File: src/hdl/backlight_fault_pkg.sv
// Constants and carrier types for the backlight fault and override bank
package backlight_fault_pkg;

  // Word index of each register; byte address is four times the index
  localparam logic [5:0] IDX_FAULT_STATUS  = 6'h02;
  localparam logic [5:0] IDX_DEVICE_ID     = 6'h03;
  localparam logic [5:0] IDX_OVERRIDE      = 6'h04;
  localparam logic [5:0] IDX_IRQ_MASK      = 6'h08;
  localparam logic [5:0] IDX_IRQ_STATUS    = 6'h09;

  // Fault flag positions
  localparam int BIT_MULTI_CHANNEL = 5;
  localparam int BIT_SINGLE_CHANNEL = 4;
  localparam int BIT_ANY_LED       = 3;
  localparam int BIT_OVERCURRENT   = 2;
  localparam int BIT_THERMAL       = 1;
  localparam int BIT_UNDERVOLTAGE  = 0;

  // Values after reset
  localparam logic [7:0]  RST_FAULT     = 8'h00;
  localparam logic [5:0]  RST_OVERRIDE  = 6'h00;
  localparam logic [7:0]  RST_IRQ_MASK  = 8'h00;
  localparam logic [7:0]  RST_IRQ_ST    = 8'h00;
  localparam logic [23:0] RST_OCP_CNT   = 24'h000000;

  // Overcurrent qualification time
  localparam int CLK_FREQ_KHZ  = 100000;
  localparam int OCP_TIME_MS   = 50;
  localparam int OCP_CYCLES    = OCP_TIME_MS * CLK_FREQ_KHZ;

  // Undervoltage thresholds in millivolts, picked by nonvolatile bits
  localparam logic [15:0] UV_THRESH_MV [8] = '{
    16'h0bb8, 16'h0fa0, 16'h1388, 16'h1770,
    16'h1b58, 16'h1f40, 16'h2328, 16'h2328
  };

  // Pin inputs, synchronised as one group
  typedef struct packed {
    logic       enable;
    logic [5:0] chan_fault;
    logic       overcurrent;
    logic       boost_low;
    logic       over_temp;
    logic       temp_recovered;
    logic [2:0] uv_sel;
  } pins_t;

  typedef struct packed {
    pins_t        sync1;
    pins_t        sync2;
    logic [7:0]   flags;
    logic [23:0]  ocp_cnt;
    logic         boost_off;
    logic         thermal_hold;
    logic [5:0]   override;
    logic [7:0]   irq_mask;
    logic [7:0]   irq_st;
    logic         ack;
    logic [31:0]  rdata;
    logic         irq;
    logic         fault_oe_n;
    logic [5:0]   led_out;
    logic         boost_en;
    logic         led_en;
  } state_t;

endpackage

File: src/hdl/backlight_fault_direct_ctl.sv
// Fault flags, protection shutdowns and output override register bank
//
// Implementation choice: the Wishbone register port.

`timescale 1ns/1ps
`default_nettype none

module backlight_fault_direct_ctl
  import backlight_fault_pkg::*;
#(
  parameter int unsigned OCP_DELAY_CYCLES = OCP_CYCLES,
  parameter logic        PANEL_ID         = 1'b0,
  // Arbitrary identification values
  parameter logic [3:0]  MAKER_CODE       = 4'h5,
  parameter logic [2:0]  REVISION_CODE    = 3'h1
) (
  input  wire logic        clk_i,
  input  wire logic        rst_i,
  input  wire logic        wb_cyc_i,
  input  wire logic        wb_stb_i,
  input  wire logic        wb_we_i,
  input  wire logic [7:0]  wb_adr_i,
  input  wire logic [3:0]  wb_sel_i,
  input  wire logic [31:0] wb_dat_i,
  output logic      [31:0] wb_dat_o,
  output logic             wb_ack_o,
  input  wire logic        enable_pin_i,
  input  wire logic [5:0]  chan_fault_i,
  input  wire logic        overcurrent_i,
  input  wire logic        boost_low_i,
  input  wire logic        over_temp_i,
  input  wire logic        temp_recovered_i,
  input  wire logic [2:0]  uv_sel_i,
  input  wire logic [15:0] supply_input_mv_i,
  input  wire logic [5:0]  led_pwm_i,
  output logic      [5:0]  led_out_o,
  output logic             boost_en_o,
  output logic             led_en_o,
  output logic             fault_pin_o,
  output logic             fault_pin_oe_n_o,
  output logic             irq_o
);

  //////////////////////////////////////////////////////////////////////////

  state_t q;
  state_t d;

  function automatic logic [2:0] count_faults(input logic [5:0] f);
    logic [2:0] n;
    n = 3'h0;
    for (int i = 0; i < 6; i++) begin
      n = n + {2'b00, f[i]};
    end
    return n;
  endfunction

  //////////////////////////////////////////////////////////////////////////

  // Pins and bus decode
  pins_t       pins_raw;
  pins_t       pins;
  logic        bus_req;
  logic        bus_wr;
  logic        bus_rd;
  logic [5:0]  idx;
  logic        fault_read;
  logic        st_read;
  logic        clear_all;

  // Fault conditions and flags
  logic [2:0]  nfaults;
  logic [7:0]  cond;
  logic        ocp_cond;
  logic        ocp_done;
  logic        undervolt;
  logic        ocp_trip;
  logic [7:0]  flags_next;
  logic [7:0]  new_events;
  logic [7:0]  id_value;

  // Protection and output gating
  logic [23:0] ocp_cnt_next;
  logic        boost_off_next;
  logic        thermal_next;
  logic        cause_boost;
  logic        cause_thermal;
  logic        cause_uv;
  logic        outputs_on;
  logic [5:0]  led_next;
  logic        any_flag;

  // Register next values and read data
  logic [5:0]  override_next;
  logic [7:0]  irq_mask_next;
  logic [7:0]  irq_st_next;
  logic [31:0] rd_word;

  always_comb begin
    pins_raw.enable         = enable_pin_i;
    pins_raw.chan_fault     = chan_fault_i;
    pins_raw.overcurrent    = overcurrent_i;
    pins_raw.boost_low      = boost_low_i;
    pins_raw.over_temp      = over_temp_i;
    pins_raw.temp_recovered = temp_recovered_i;
    pins_raw.uv_sel         = uv_sel_i;
  end

  assign pins     = q.sync2;
  assign id_value = {PANEL_ID, MAKER_CODE, REVISION_CODE};

  //////////////////////////////////////////////////////////////////////////
  // Bus decode: one access per ack, answered the cycle after the request

  assign bus_req    = wb_cyc_i & wb_stb_i & ~q.ack;
  assign bus_wr     = bus_req & wb_we_i & wb_sel_i[0];
  assign bus_rd     = bus_req & ~wb_we_i;
  assign idx        = wb_adr_i[7:2];
  assign fault_read = bus_rd & (idx == IDX_FAULT_STATUS);
  assign st_read    = bus_rd & (idx == IDX_IRQ_STATUS);
  assign clear_all  = fault_read | ~pins.enable;

  //////////////////////////////////////////////////////////////////////////
  // Fault conditions

  assign nfaults   = count_faults(pins.chan_fault);
  assign ocp_cond  = pins.overcurrent & pins.boost_low;
  assign undervolt = supply_input_mv_i < UV_THRESH_MV[pins.uv_sel];
  assign ocp_done  = {8'h00, q.ocp_cnt} >= OCP_DELAY_CYCLES;
  assign ocp_trip  = ocp_cond & ocp_done;

  always_comb begin
    cond                     = 8'h00;
    cond[BIT_MULTI_CHANNEL]  = nfaults >= 3'h2;
    cond[BIT_SINGLE_CHANNEL] = nfaults == 3'h1;
    cond[BIT_ANY_LED]        = |pins.chan_fault;
    cond[BIT_OVERCURRENT]    = ocp_trip;
    cond[BIT_THERMAL]        = pins.over_temp;
    cond[BIT_UNDERVOLTAGE]   = undervolt;
  end

  // Flags are sticky and a new cause beats a clear in the same cycle
  always_comb begin
    if (clear_all) begin
      flags_next = cond;
    end else begin
      flags_next = q.flags | cond;
    end
  end

  assign new_events = cond & ~q.flags;

  //////////////////////////////////////////////////////////////////////////
  // Protection timers and holds

  // Overcurrent qualification timer, restarted whenever the cause drops
  always_comb begin
    ocp_cnt_next = q.ocp_cnt;
    if (!ocp_cond || !pins.enable) begin
      ocp_cnt_next = RST_OCP_CNT;
    end else if (!ocp_done) begin
      ocp_cnt_next = q.ocp_cnt + 24'h000001;
    end
  end

  // Boost stays off after an overcurrent trip until the flag is cleared
  always_comb begin
    boost_off_next = q.boost_off;
    if (ocp_trip) begin
      boost_off_next = 1'b1;
    end else if (clear_all) begin
      boost_off_next = 1'b0;
    end
  end

  // Thermal hold lasts until the die is back at the recovery point
  always_comb begin
    thermal_next = q.thermal_hold;
    if (pins.over_temp) begin
      thermal_next = 1'b1;
    end else if (pins.temp_recovered) begin
      thermal_next = 1'b0;
    end
  end

  // Any one cause keeps the converter and every LED output off
  assign cause_boost   = boost_off_next;
  assign cause_thermal = thermal_next;
  assign cause_uv      = undervolt;
  assign outputs_on    = pins.enable & ~cause_boost & ~cause_thermal &
                         ~cause_uv;

  // Each LED output follows its override bit, else the PWM level
  always_comb begin
    for (int i = 0; i < 6; i++) begin
      if (q.override[i]) begin
        led_next[i] = outputs_on;
      end else begin
        led_next[i] = outputs_on & led_pwm_i[i];
      end
    end
  end

  // Open-drain fault pin: pulled low while any flag is set
  assign any_flag = |flags_next;

  //////////////////////////////////////////////////////////////////////////
  // Register writes, interrupt status and read data

  // Writes to the fault, identification and status words fall through
  always_comb begin
    override_next = q.override;
    irq_mask_next = q.irq_mask;
    if (bus_wr) begin
      case (idx)
        IDX_OVERRIDE: begin
          override_next = wb_dat_i[5:0];
        end
        IDX_IRQ_MASK: begin
          irq_mask_next = wb_dat_i[7:0];
        end
        default: begin
          override_next = q.override;
        end
      endcase
    end
  end

  // Interrupt status: set by each newly raised flag, cleared by read
  always_comb begin
    if (st_read) begin
      irq_st_next = new_events;
    end else begin
      irq_st_next = q.irq_st | new_events;
    end
  end

  // Read data: unmapped words read as zero
  always_comb begin
    rd_word = 32'h00000000;
    if (bus_rd) begin
      case (idx)
        IDX_FAULT_STATUS: begin
          rd_word = {24'h000000, q.flags};
        end
        IDX_DEVICE_ID: begin
          rd_word = {24'h000000, id_value};
        end
        IDX_OVERRIDE: begin
          rd_word = {26'h0, q.override};
        end
        IDX_IRQ_MASK: begin
          rd_word = {24'h000000, q.irq_mask};
        end
        IDX_IRQ_STATUS: begin
          rd_word = {24'h000000, q.irq_st};
        end
        default: begin
          rd_word = 32'h00000000;
        end
      endcase
    end
  end

  //////////////////////////////////////////////////////////////////////////
  // State update

  always_comb begin
    d = q;

    // Input synchronisers
    d.sync1 = pins_raw;
    d.sync2 = q.sync1;

    // Flags change only through conditions and clears, never writes
    d.flags      = flags_next;
    d.fault_oe_n = ~any_flag;

    // Protection state
    d.ocp_cnt      = ocp_cnt_next;
    d.boost_off    = boost_off_next;
    d.thermal_hold = thermal_next;

    // Output gating
    d.boost_en = outputs_on;
    d.led_en   = outputs_on;
    d.led_out  = led_next;

    // Registers, interrupt and bus answer
    d.override = override_next;
    d.irq_mask = irq_mask_next;
    d.irq_st   = irq_st_next;
    d.irq      = |(irq_st_next & irq_mask_next);
    d.ack      = bus_req;
    d.rdata    = rd_word;
  end

  //////////////////////////////////////////////////////////////////////////

  always_ff @(posedge clk_i) begin
    if (rst_i) begin
      q.sync1        <= '0;
      q.sync2        <= '0;
      q.flags        <= RST_FAULT;
      q.ocp_cnt      <= RST_OCP_CNT;
      q.boost_off    <= 1'b0;
      q.thermal_hold <= 1'b0;
      q.override     <= RST_OVERRIDE;
      q.irq_mask     <= RST_IRQ_MASK;
      q.irq_st       <= RST_IRQ_ST;
      q.ack          <= 1'b0;
      q.rdata        <= 32'h00000000;
      q.irq          <= 1'b0;
      q.fault_oe_n   <= 1'b1;
      q.led_out      <= 6'h00;
      q.boost_en     <= 1'b0;
      q.led_en       <= 1'b0;
    end else begin
      q <= d;
    end
  end

  //////////////////////////////////////////////////////////////////////////

  assign wb_dat_o         = q.rdata;
  assign wb_ack_o         = q.ack;
  assign led_out_o        = q.led_out;
  assign boost_en_o       = q.boost_en;
  assign led_en_o         = q.led_en;
  assign fault_pin_o      = 1'b0;
  assign fault_pin_oe_n_o = q.fault_oe_n;
  assign irq_o            = q.irq;

endmodule

`default_nettype wire

File: config.mk
export PLATFORM = sky130hd
export DESIGN_NAME = backlight_fault_direct_ctl
export DESIGN_NICKNAME = d
export VERILOG_FILES = /design/src/hdl/backlight_fault_pkg.sv /design/src/hdl/backlight_fault_direct_ctl.sv
export SDC_FILE = /design/constraint.sdc
export NUM_CORES = 1
export LEC_CHECK = 0
export BUFFER_PORTS_ARGS = -buffer_cell sky130_fd_sc_hd__buf_2
export CORE_MARGIN = 3
export CORE_UTILIZATION = 50
export CTS_CLUSTER_SIZE = 10
export DETAILED_ROUTE_END_ITERATION = 12
export GPL_TIMING_DRIVEN = 1
export MAX_ROUTING_LAYER = met4
export PLACE_DENSITY = 0.77
export SYNTH_ARGS = -nofsm -noshare
export SYNTH_HDL_FRONTEND = slang
export SYNTH_SLANG_ARGS = --single-unit
export TNS_END_PERCENT = 50
File: constraint.sdc
create_clock -name clk_i -period 3.2 [get_ports clk_i]
set_input_delay 0.16 -clock clk_i [delete_from_list [all_inputs] [get_ports clk_i]]
set_output_delay 0.16 -clock clk_i [all_outputs]
set_load 0.03 [all_outputs]
==> Yosys cells after proc, flatten, opt, wreduce, memory -nomap -nowiden <==
Memories as Yosys holds them, arrays and structs flattened.
Cells that the tools add are included.
{ "classes": {"n_bitwise": 33, "n_eq_ne": 6, "mux": 17, "order_cmp": 4, "add_sub_neg": 6, "reduce_logical": 9} }
{ "op_table": {"columns": ["cell", "count"], "rows": [
  ["8-bit one-hot mux with 5 select lines", 1],
  ["16-bit 2-to-1 mux", 2],
  ["8-bit 2-to-1 mux", 4],
  ["24-bit by 1-bit adder with 24-bit output, second input constant", 1],
  ["24-bit by 23-bit greater-or-equal comparator with 1-bit output, second input constant", 1],
  ["1-bit bitwise AND", 18],
  ["16-bit < comparator", 1],
  ["8-bit OR reduction", 2],
  ["6-bit by 2-bit == test with 1-bit output, second input constant", 2],
  ["6-bit by 4-bit == test with 1-bit output, second input constant", 2],
  ["1-bit 2-to-1 mux", 10],
  ["3-bit by 1-bit adder with 3-bit output", 3],
  ["6-bit by 8-bit bitwise AND with 8-bit output", 1],
  ["8-bit bitwise AND", 1],
  ["1-bit NOT", 8],
  ["8-bit NOT", 1],
  ["8-bit by 6-bit bitwise OR with 8-bit output", 1],
  ["8-bit bitwise OR", 1],
  ["6-bit by 3-bit == test with 1-bit output, second input constant", 1],
  ["6-bit OR reduction", 1],
  ["4-bit greater-or-equal comparator, second input constant", 1],
  ["3-bit NOT with 4-bit output", 1],
  ["2-bit OR reduction", 2],
  ["2-bit by 1-bit adder with 3-bit output", 1],
  ["7 further kinds", 8]
]} }
{ "word_totals": {"ff_bits": 126, "elab_cells": 103, "out_inout_bits": 44, "input_bits": 85, "romBits": 128, "n_memories": 1} }
{ "mem_list": {"columns": ["memory", "depth", "word_bits", "read_ports", "rd_clocked_by_memory_dff", "wr", "line_no", "rtl"], "rows": [
  ["(name not given)", 8, 16, 1, 0, 0, "backlight_fault_direct_ctl.sv:128", "assign undervolt = supply_input_mv_i < UV_THRESH_MV[pins.uv_sel];"]
]} }

==> Depth between registers and ports, before layout <==
{ "depth": {"ltp_word": 13, "mapped_depth": 13} }

==> Least setup slack after synthesis <==
No wires, ideal clock.
{ "synth_timing": {"path_type": "register -> register", "from": "register q (netlist bit pins[7])", "to": "register q (netlist bit irq_o)", "synth_period_minus_slack_ns": 2.737, "arrival_time_ns": 2.604, "t_required_ns": 3.067, "path_slack_ns": 0.463, "stages_incl_launch_ff": 14, "path_cell_list": "dfxtp_1 fa_1 inv_1 fa_1 inv_1 ha_1 inv_1 fa_1 nand3_1 nor2_1 a21oi_1 o22ai_1 o21bai_1 nand4_1"} }
{ "synth_via": {"elab_chain_cells": 11, "elab_cells_between_ends": 13, "classes_between": "5 x add/sub; 1 x order compare; 1 x eq/ne; 1 x mux; 3 x bitwise; 2 x reduce/logical"} }
{ "synth_lines": {"columns": ["item", "line_no", "rtl"], "rows": [
  ["start: declaration", "backlight_fault_direct_ctl.sv:46", "state_t q;"],
  ["1-bit by 1-bit adder with 2-bit output", "backlight_fault_direct_ctl.sv:53", "n = n + {2'b00, f[i]};"],
  ["2-bit by 1-bit adder with 3-bit output", "backlight_fault_direct_ctl.sv:53", null],
  ["3-bit by 1-bit adder with 3-bit output (3 in a row)", "backlight_fault_direct_ctl.sv:53", null],
  ["3-bit by 2-bit greater-or-equal comparator with 1-bit output or 3-bit by 1-bit == test with 1-bit output (tied branches)", "backlight_fault_direct_ctl.sv:134, backlight_fault_direct_ctl.sv:135", null],
  ["6-bit by 8-bit bitwise AND with 8-bit output (*)", "backlight_fault_direct_ctl.sv:151", "assign new_events = cond & ~q.flags;"],
  ["8-bit bitwise OR", "backlight_fault_direct_ctl.sv:234", "irq_st_next = q.irq_st | new_events;"],
  ["8-bit 2-to-1 mux (*)", "backlight_fault_direct_ctl.sv:231", "if (st_read) begin"],
  ["8-bit bitwise AND (*)", "backlight_fault_direct_ctl.sv:293", "d.irq = |(irq_st_next & irq_mask_next);"],
  ["8-bit OR reduction (*)", "backlight_fault_direct_ctl.sv:293", null]
]} }
Every way passes the cells marked *; elsewhere a longest branch is shown, timed or not.
A chain may end at the register's enable or synchronous reset.

==> Worst setup path in the final report <==
Same ends and word-level chain as after synthesis.

==> load_flow_metrics.sql <==
INSERT INTO impl_metrics (metric_group, metric, value, unit) VALUES
('detailed_routing', 'routed_wl', '8840', 'um'),
('finish', 'filler_cell_count', '763', ''),
('placed_design', 'place_congestion', '0.860', ''),
('clock_network', 'cts_tree', 'yes', ''),
('finish', 'finish.utilization', '58.3', '%'),
('power_and_ir_drop', 'worst_ir_drop_vdd', '0.238', 'mV'),
('finish', 'area.growth.synth_to_final', '11.6', '%'),
('critical_path', 'ff2ff_setup_slack', '0.26', 'ns'),
('timing', 'finalHoldViolations', '0', ''),
('timing', 'fin_tns_setup', '0', 'ns'),
('power_and_ir_drop', 'power-per-cell-area', '454', 'nW/um2'),
('detailed_routing', 'routed-via-count', '3503', ''),
('detailed_routing', 'iteration_0_drc_count_of_the_detailed_router', '212', ''),
('logic_synthesis', 'ys_seq_area_share', '44.2', '%'),
('clock_network', 'clk_pin_slew_worst_paths', '0.10', 'ns'),
('timing', 'rsz0062_at_grt', 'false', ''),
('logic_synthesis', 'synth.cell_area', '4620', 'um2'),
('outcome', 'status', 'complete, no violations', ''),
('critical_path', 'crit_path_category', 'flip-flop to flip-flop', ''),
('critical_path', 'cp-start-kind', 'flip-flop', ''),
('logic_synthesis', 'mean_post_synth_cell_area', '9.41', 'um2'),
('floorplan', 'top_level_ports', '129', ''),
('clock_network', 'worst_skew_pair.late_latency', '0.36', 'ns'),
('grt', 'grt_start_max_net_pins', '42', ''),
('logic_synthesis', 'netlist_instances', '491', ''),
('power_and_ir_drop', 'cellLeakagePower', '0.00212', 'uW'),
('clock_network', 'cts_max_path_buffers', '2', ''),
('floorplan', 'start_util', '52.2', '%'),
('floorplan', 'placementRows', '34', ''),
('floorplan', 'dieHeight', '102', 'um'),
('critical_path', 'path_max_fanout', '4', ''),
('floorplan', 'die_area', '10400', 'um2'),
('placed_design', 'post_dp_hpwl', '6580', 'um'),
('timing', 'drv_slew', '0', ''),
('detailed_routing', 'post-route-drc-count', '0', ''),
('clock_network', 'clk_root_buffer_cell', 'clkbuf_8', ''),
('logic_synthesis', 'synth_largest_area_cell', 'dfxtp_1', ''),
('clock_network', 'htree_levels', '3', ''),
('logic_synthesis', 'library_cell_with_the_highest_instance_count_after_synthesis', 'dfxtp_1', ''),
('floorplan', 'fp.coreArea', '8850', 'um2'),
('timing', 'max_slew.worst_pin.slew', '0.918', 'ns'),
('finish', 'antenna_cells_inserted', '0', ''),
('grt', 'vias_in_the_first_global_route', '3362', ''),
('logic_synthesis', 'synth-edff-count', '0', ''),
('detailed_routing', 'drt_pre_antenna_iters', '7', ''),
('detailed_routing', 'final_antenna_net_count', '0', ''),
('timing', 'max_freq', '0.340', 'GHz'),
('detailed_routing', 'post_drt_via_cell_ratio', '5.25', ''),
('logic_synthesis', 'yosysUniqueCellTypes', '57', ''),
('grt', 'grt_antenna_before_repair', '0', ''),
('flow_run', 'max-cap-violations', '0', ''),
('logic_synthesis', 'synth_commonest_cells', 'dfxtp_1 (102), nor2_1 (60), buf_4 (41), nor2b_1 (30), a21oi_1 (25)', ''),
('critical_path', 'cp.arrival', '3.17', 'ns'),
('logic_synthesis', 'yosys_register_bits', '102', ''),
('grt', 'groute.usage.overall', '17.9', '%'),
('logic_synthesis', 'synth-main-ff-cell', 'dfxtp_1', ''),
('timing', 'timing.final.setup_violations', '0', ''),
('critical_path', 'end_kind', 'flip-flop', ''),
('timing', 'final.period_utilization', '92.0', '%'),
('floorplan', 'die_w', '102', 'um'),
('grt', 'globalRouteOverflowTotal', '0', ''),
('logic_synthesis', 'synthDominantCellAreaShare', '44.2', '%'),
('logic_synthesis', 'ys_async_sr_fraction', '0', '%'),
('logic_synthesis', 'yosysWarnings', '0', ''),
('clock_network', 'clock_sinks', '102', ''),
('timing', 'finalClockSkew', '0.0132', 'ns'),
('min_path', 'hold_class', 'input pin to flip-flop', ''),
('finish', 'drive_gt1_share', '18.6', '%'),
('placed_design', 'port-buffer-count', '71', ''),
('clock_network', 'ctsResizeCount', '0', ''),
('clock_network', 'numCtsBuffers', '9', ''),
('grt', 'grt_first_pass_wirelength', '14600', 'um'),
('timing', 'final_period_minus_worst_setup_slack', '2.94', 'ns'),
('finish', 'number_of_nets_in_the_layout', '660', ''),
('timing', 'headroom_to_the_max_slew_limit', '38.3', '%'),
('detailed_routing', 'wl_per_cell', '13.3', 'um'),
('critical_path', 'crit_required', '3.43', 'ns'),
('logic_synthesis', 'area_contributors_post_synth', 'dfxtp_1 (44%), buf_4 (6.7%), ha_1 (4.9%)', '');
cells by family (layout without fill, tap and decap cells):
family,count (synthesis),after routing,synth area share [%]
multiplexers,17,17,3.71
buffers and inverters,78,122,9.75
AND/OR/NAND/NOR,186,186,22.2
AO/OA/AOI/OAI,65,65,9.94
XOR/XNOR,21,21,3.98
adder cells (fa/ha/maj),21,21,6.17
flip-flops,102,102,44.2
other,1,25,0.0811
state kept, by name, summed over array words and instances, names as in the netlist:
signal            flops
q                    56
cond                  1
led_en_o              1
fault_pin_oe_n_o      1
pins                 13
irq_o                 1
wb_dat_o              8
wb_ack_o              1
led_out_o             6
d                    14
per-layer routing:
metal / part of all wire, % / up-vias / GRT usage [%]
met5: 0 / - / -
met4: 2.4 / 0 / 8.17
met3: 6.6 / 23 / 3.75
met2: 46 / 138 / 28.9
met1: 45 / 1589 / 21.3
li1: - / 1753 / -
final cells by class:
class	instances	area [um2]	area share, %
inverters	21	78.8	1.53
clock inverters	5	58.8	1.14
clock buffers	11	141	2.74
repair buffers	85	480	9.32
well taps	108	135	2.62
multi-input cells	335	2220	43.0
flip-flops and latches	102	2040	39.6
power breakdown:
group          switching, uW  total (uW)  leakage, uW  internal [uW]
clock network            421         804    0.0000955            383
logic                    134         219      0.00119           85.3
registers               18.7        1320     0.000830           1300
layout by cell type, fill, tap and decap left out, types with 4 or more instances in the layout:
master / instances
dfxtp_1: 102
buf_2: 71
nor2_1: 60
nor2b_1: 30
a21oi_1: 25
conb_1: 25
inv_1: 21
nand2_1: 19
xor2_1: 19
ha_1: 18
mux2i_1: 16
nand4_1: 16
nand3_1: 10
clkbuf_8: 10
and3_1: 9
and2_1: 8
dlygate4sd3_1: 8
and3b_1: 6
o21ai_0: 6
o21a_1: 6
buf_4: 6
nor3_1: 5
and4_1: 5
a222oi_1: 5
nor4_1: 4
final timing paths:
kind,start,endpoint,cells after the start
max,pins[7],irq_o,13
min,chan_fault_i[5],d[111],2
max reg2reg,pins[7],irq_o,13
min reg2reg,d[110],pins[11],1
metrics by stage:
step / cell area (um2) / setup slack, ns / hold slack, ns / instances / power, uW
4_1_cts: 5150 / 0.269 / 0.00125 / 666 / 2360
2_1_floorplan: 4710 / 0.463 / 0.270 / 515 / 1510
5_1_grt: 5160 / 0.105 / 0.00277 / 667 / 2430
6_report: 5160 / 0.257 / 0.00760 / 667 / 2340
3_5_place_dp: 4880 / 0.300 / 0.358 / 643 / 1560
3_3_place_gp: 4880 / 0.374 / 0.356 / 643 / 1550
what timing repair did:
item,in CTS,in global routing
buffers inserted,0,0
hold buffers,7,1
endpoints found under the hold margin,7,1
worst max-delay path, cell delays in order, from the launching register on:
cell,delay [ns]
dfxtp_1,0.34
fa_1,0.53
inv_1,0.05
fa_1,0.48
inv_1,0.05
ha_1,0.16
inv_1,0.06
fa_1,0.46
nand3_1,0.13
nor2_1,0.05
a21oi_1,0.18
o22ai_1,0.10
o21bai_1,0.13
nand4_1,0.11
Note: power is estimated with default switching activity, not from simulation.
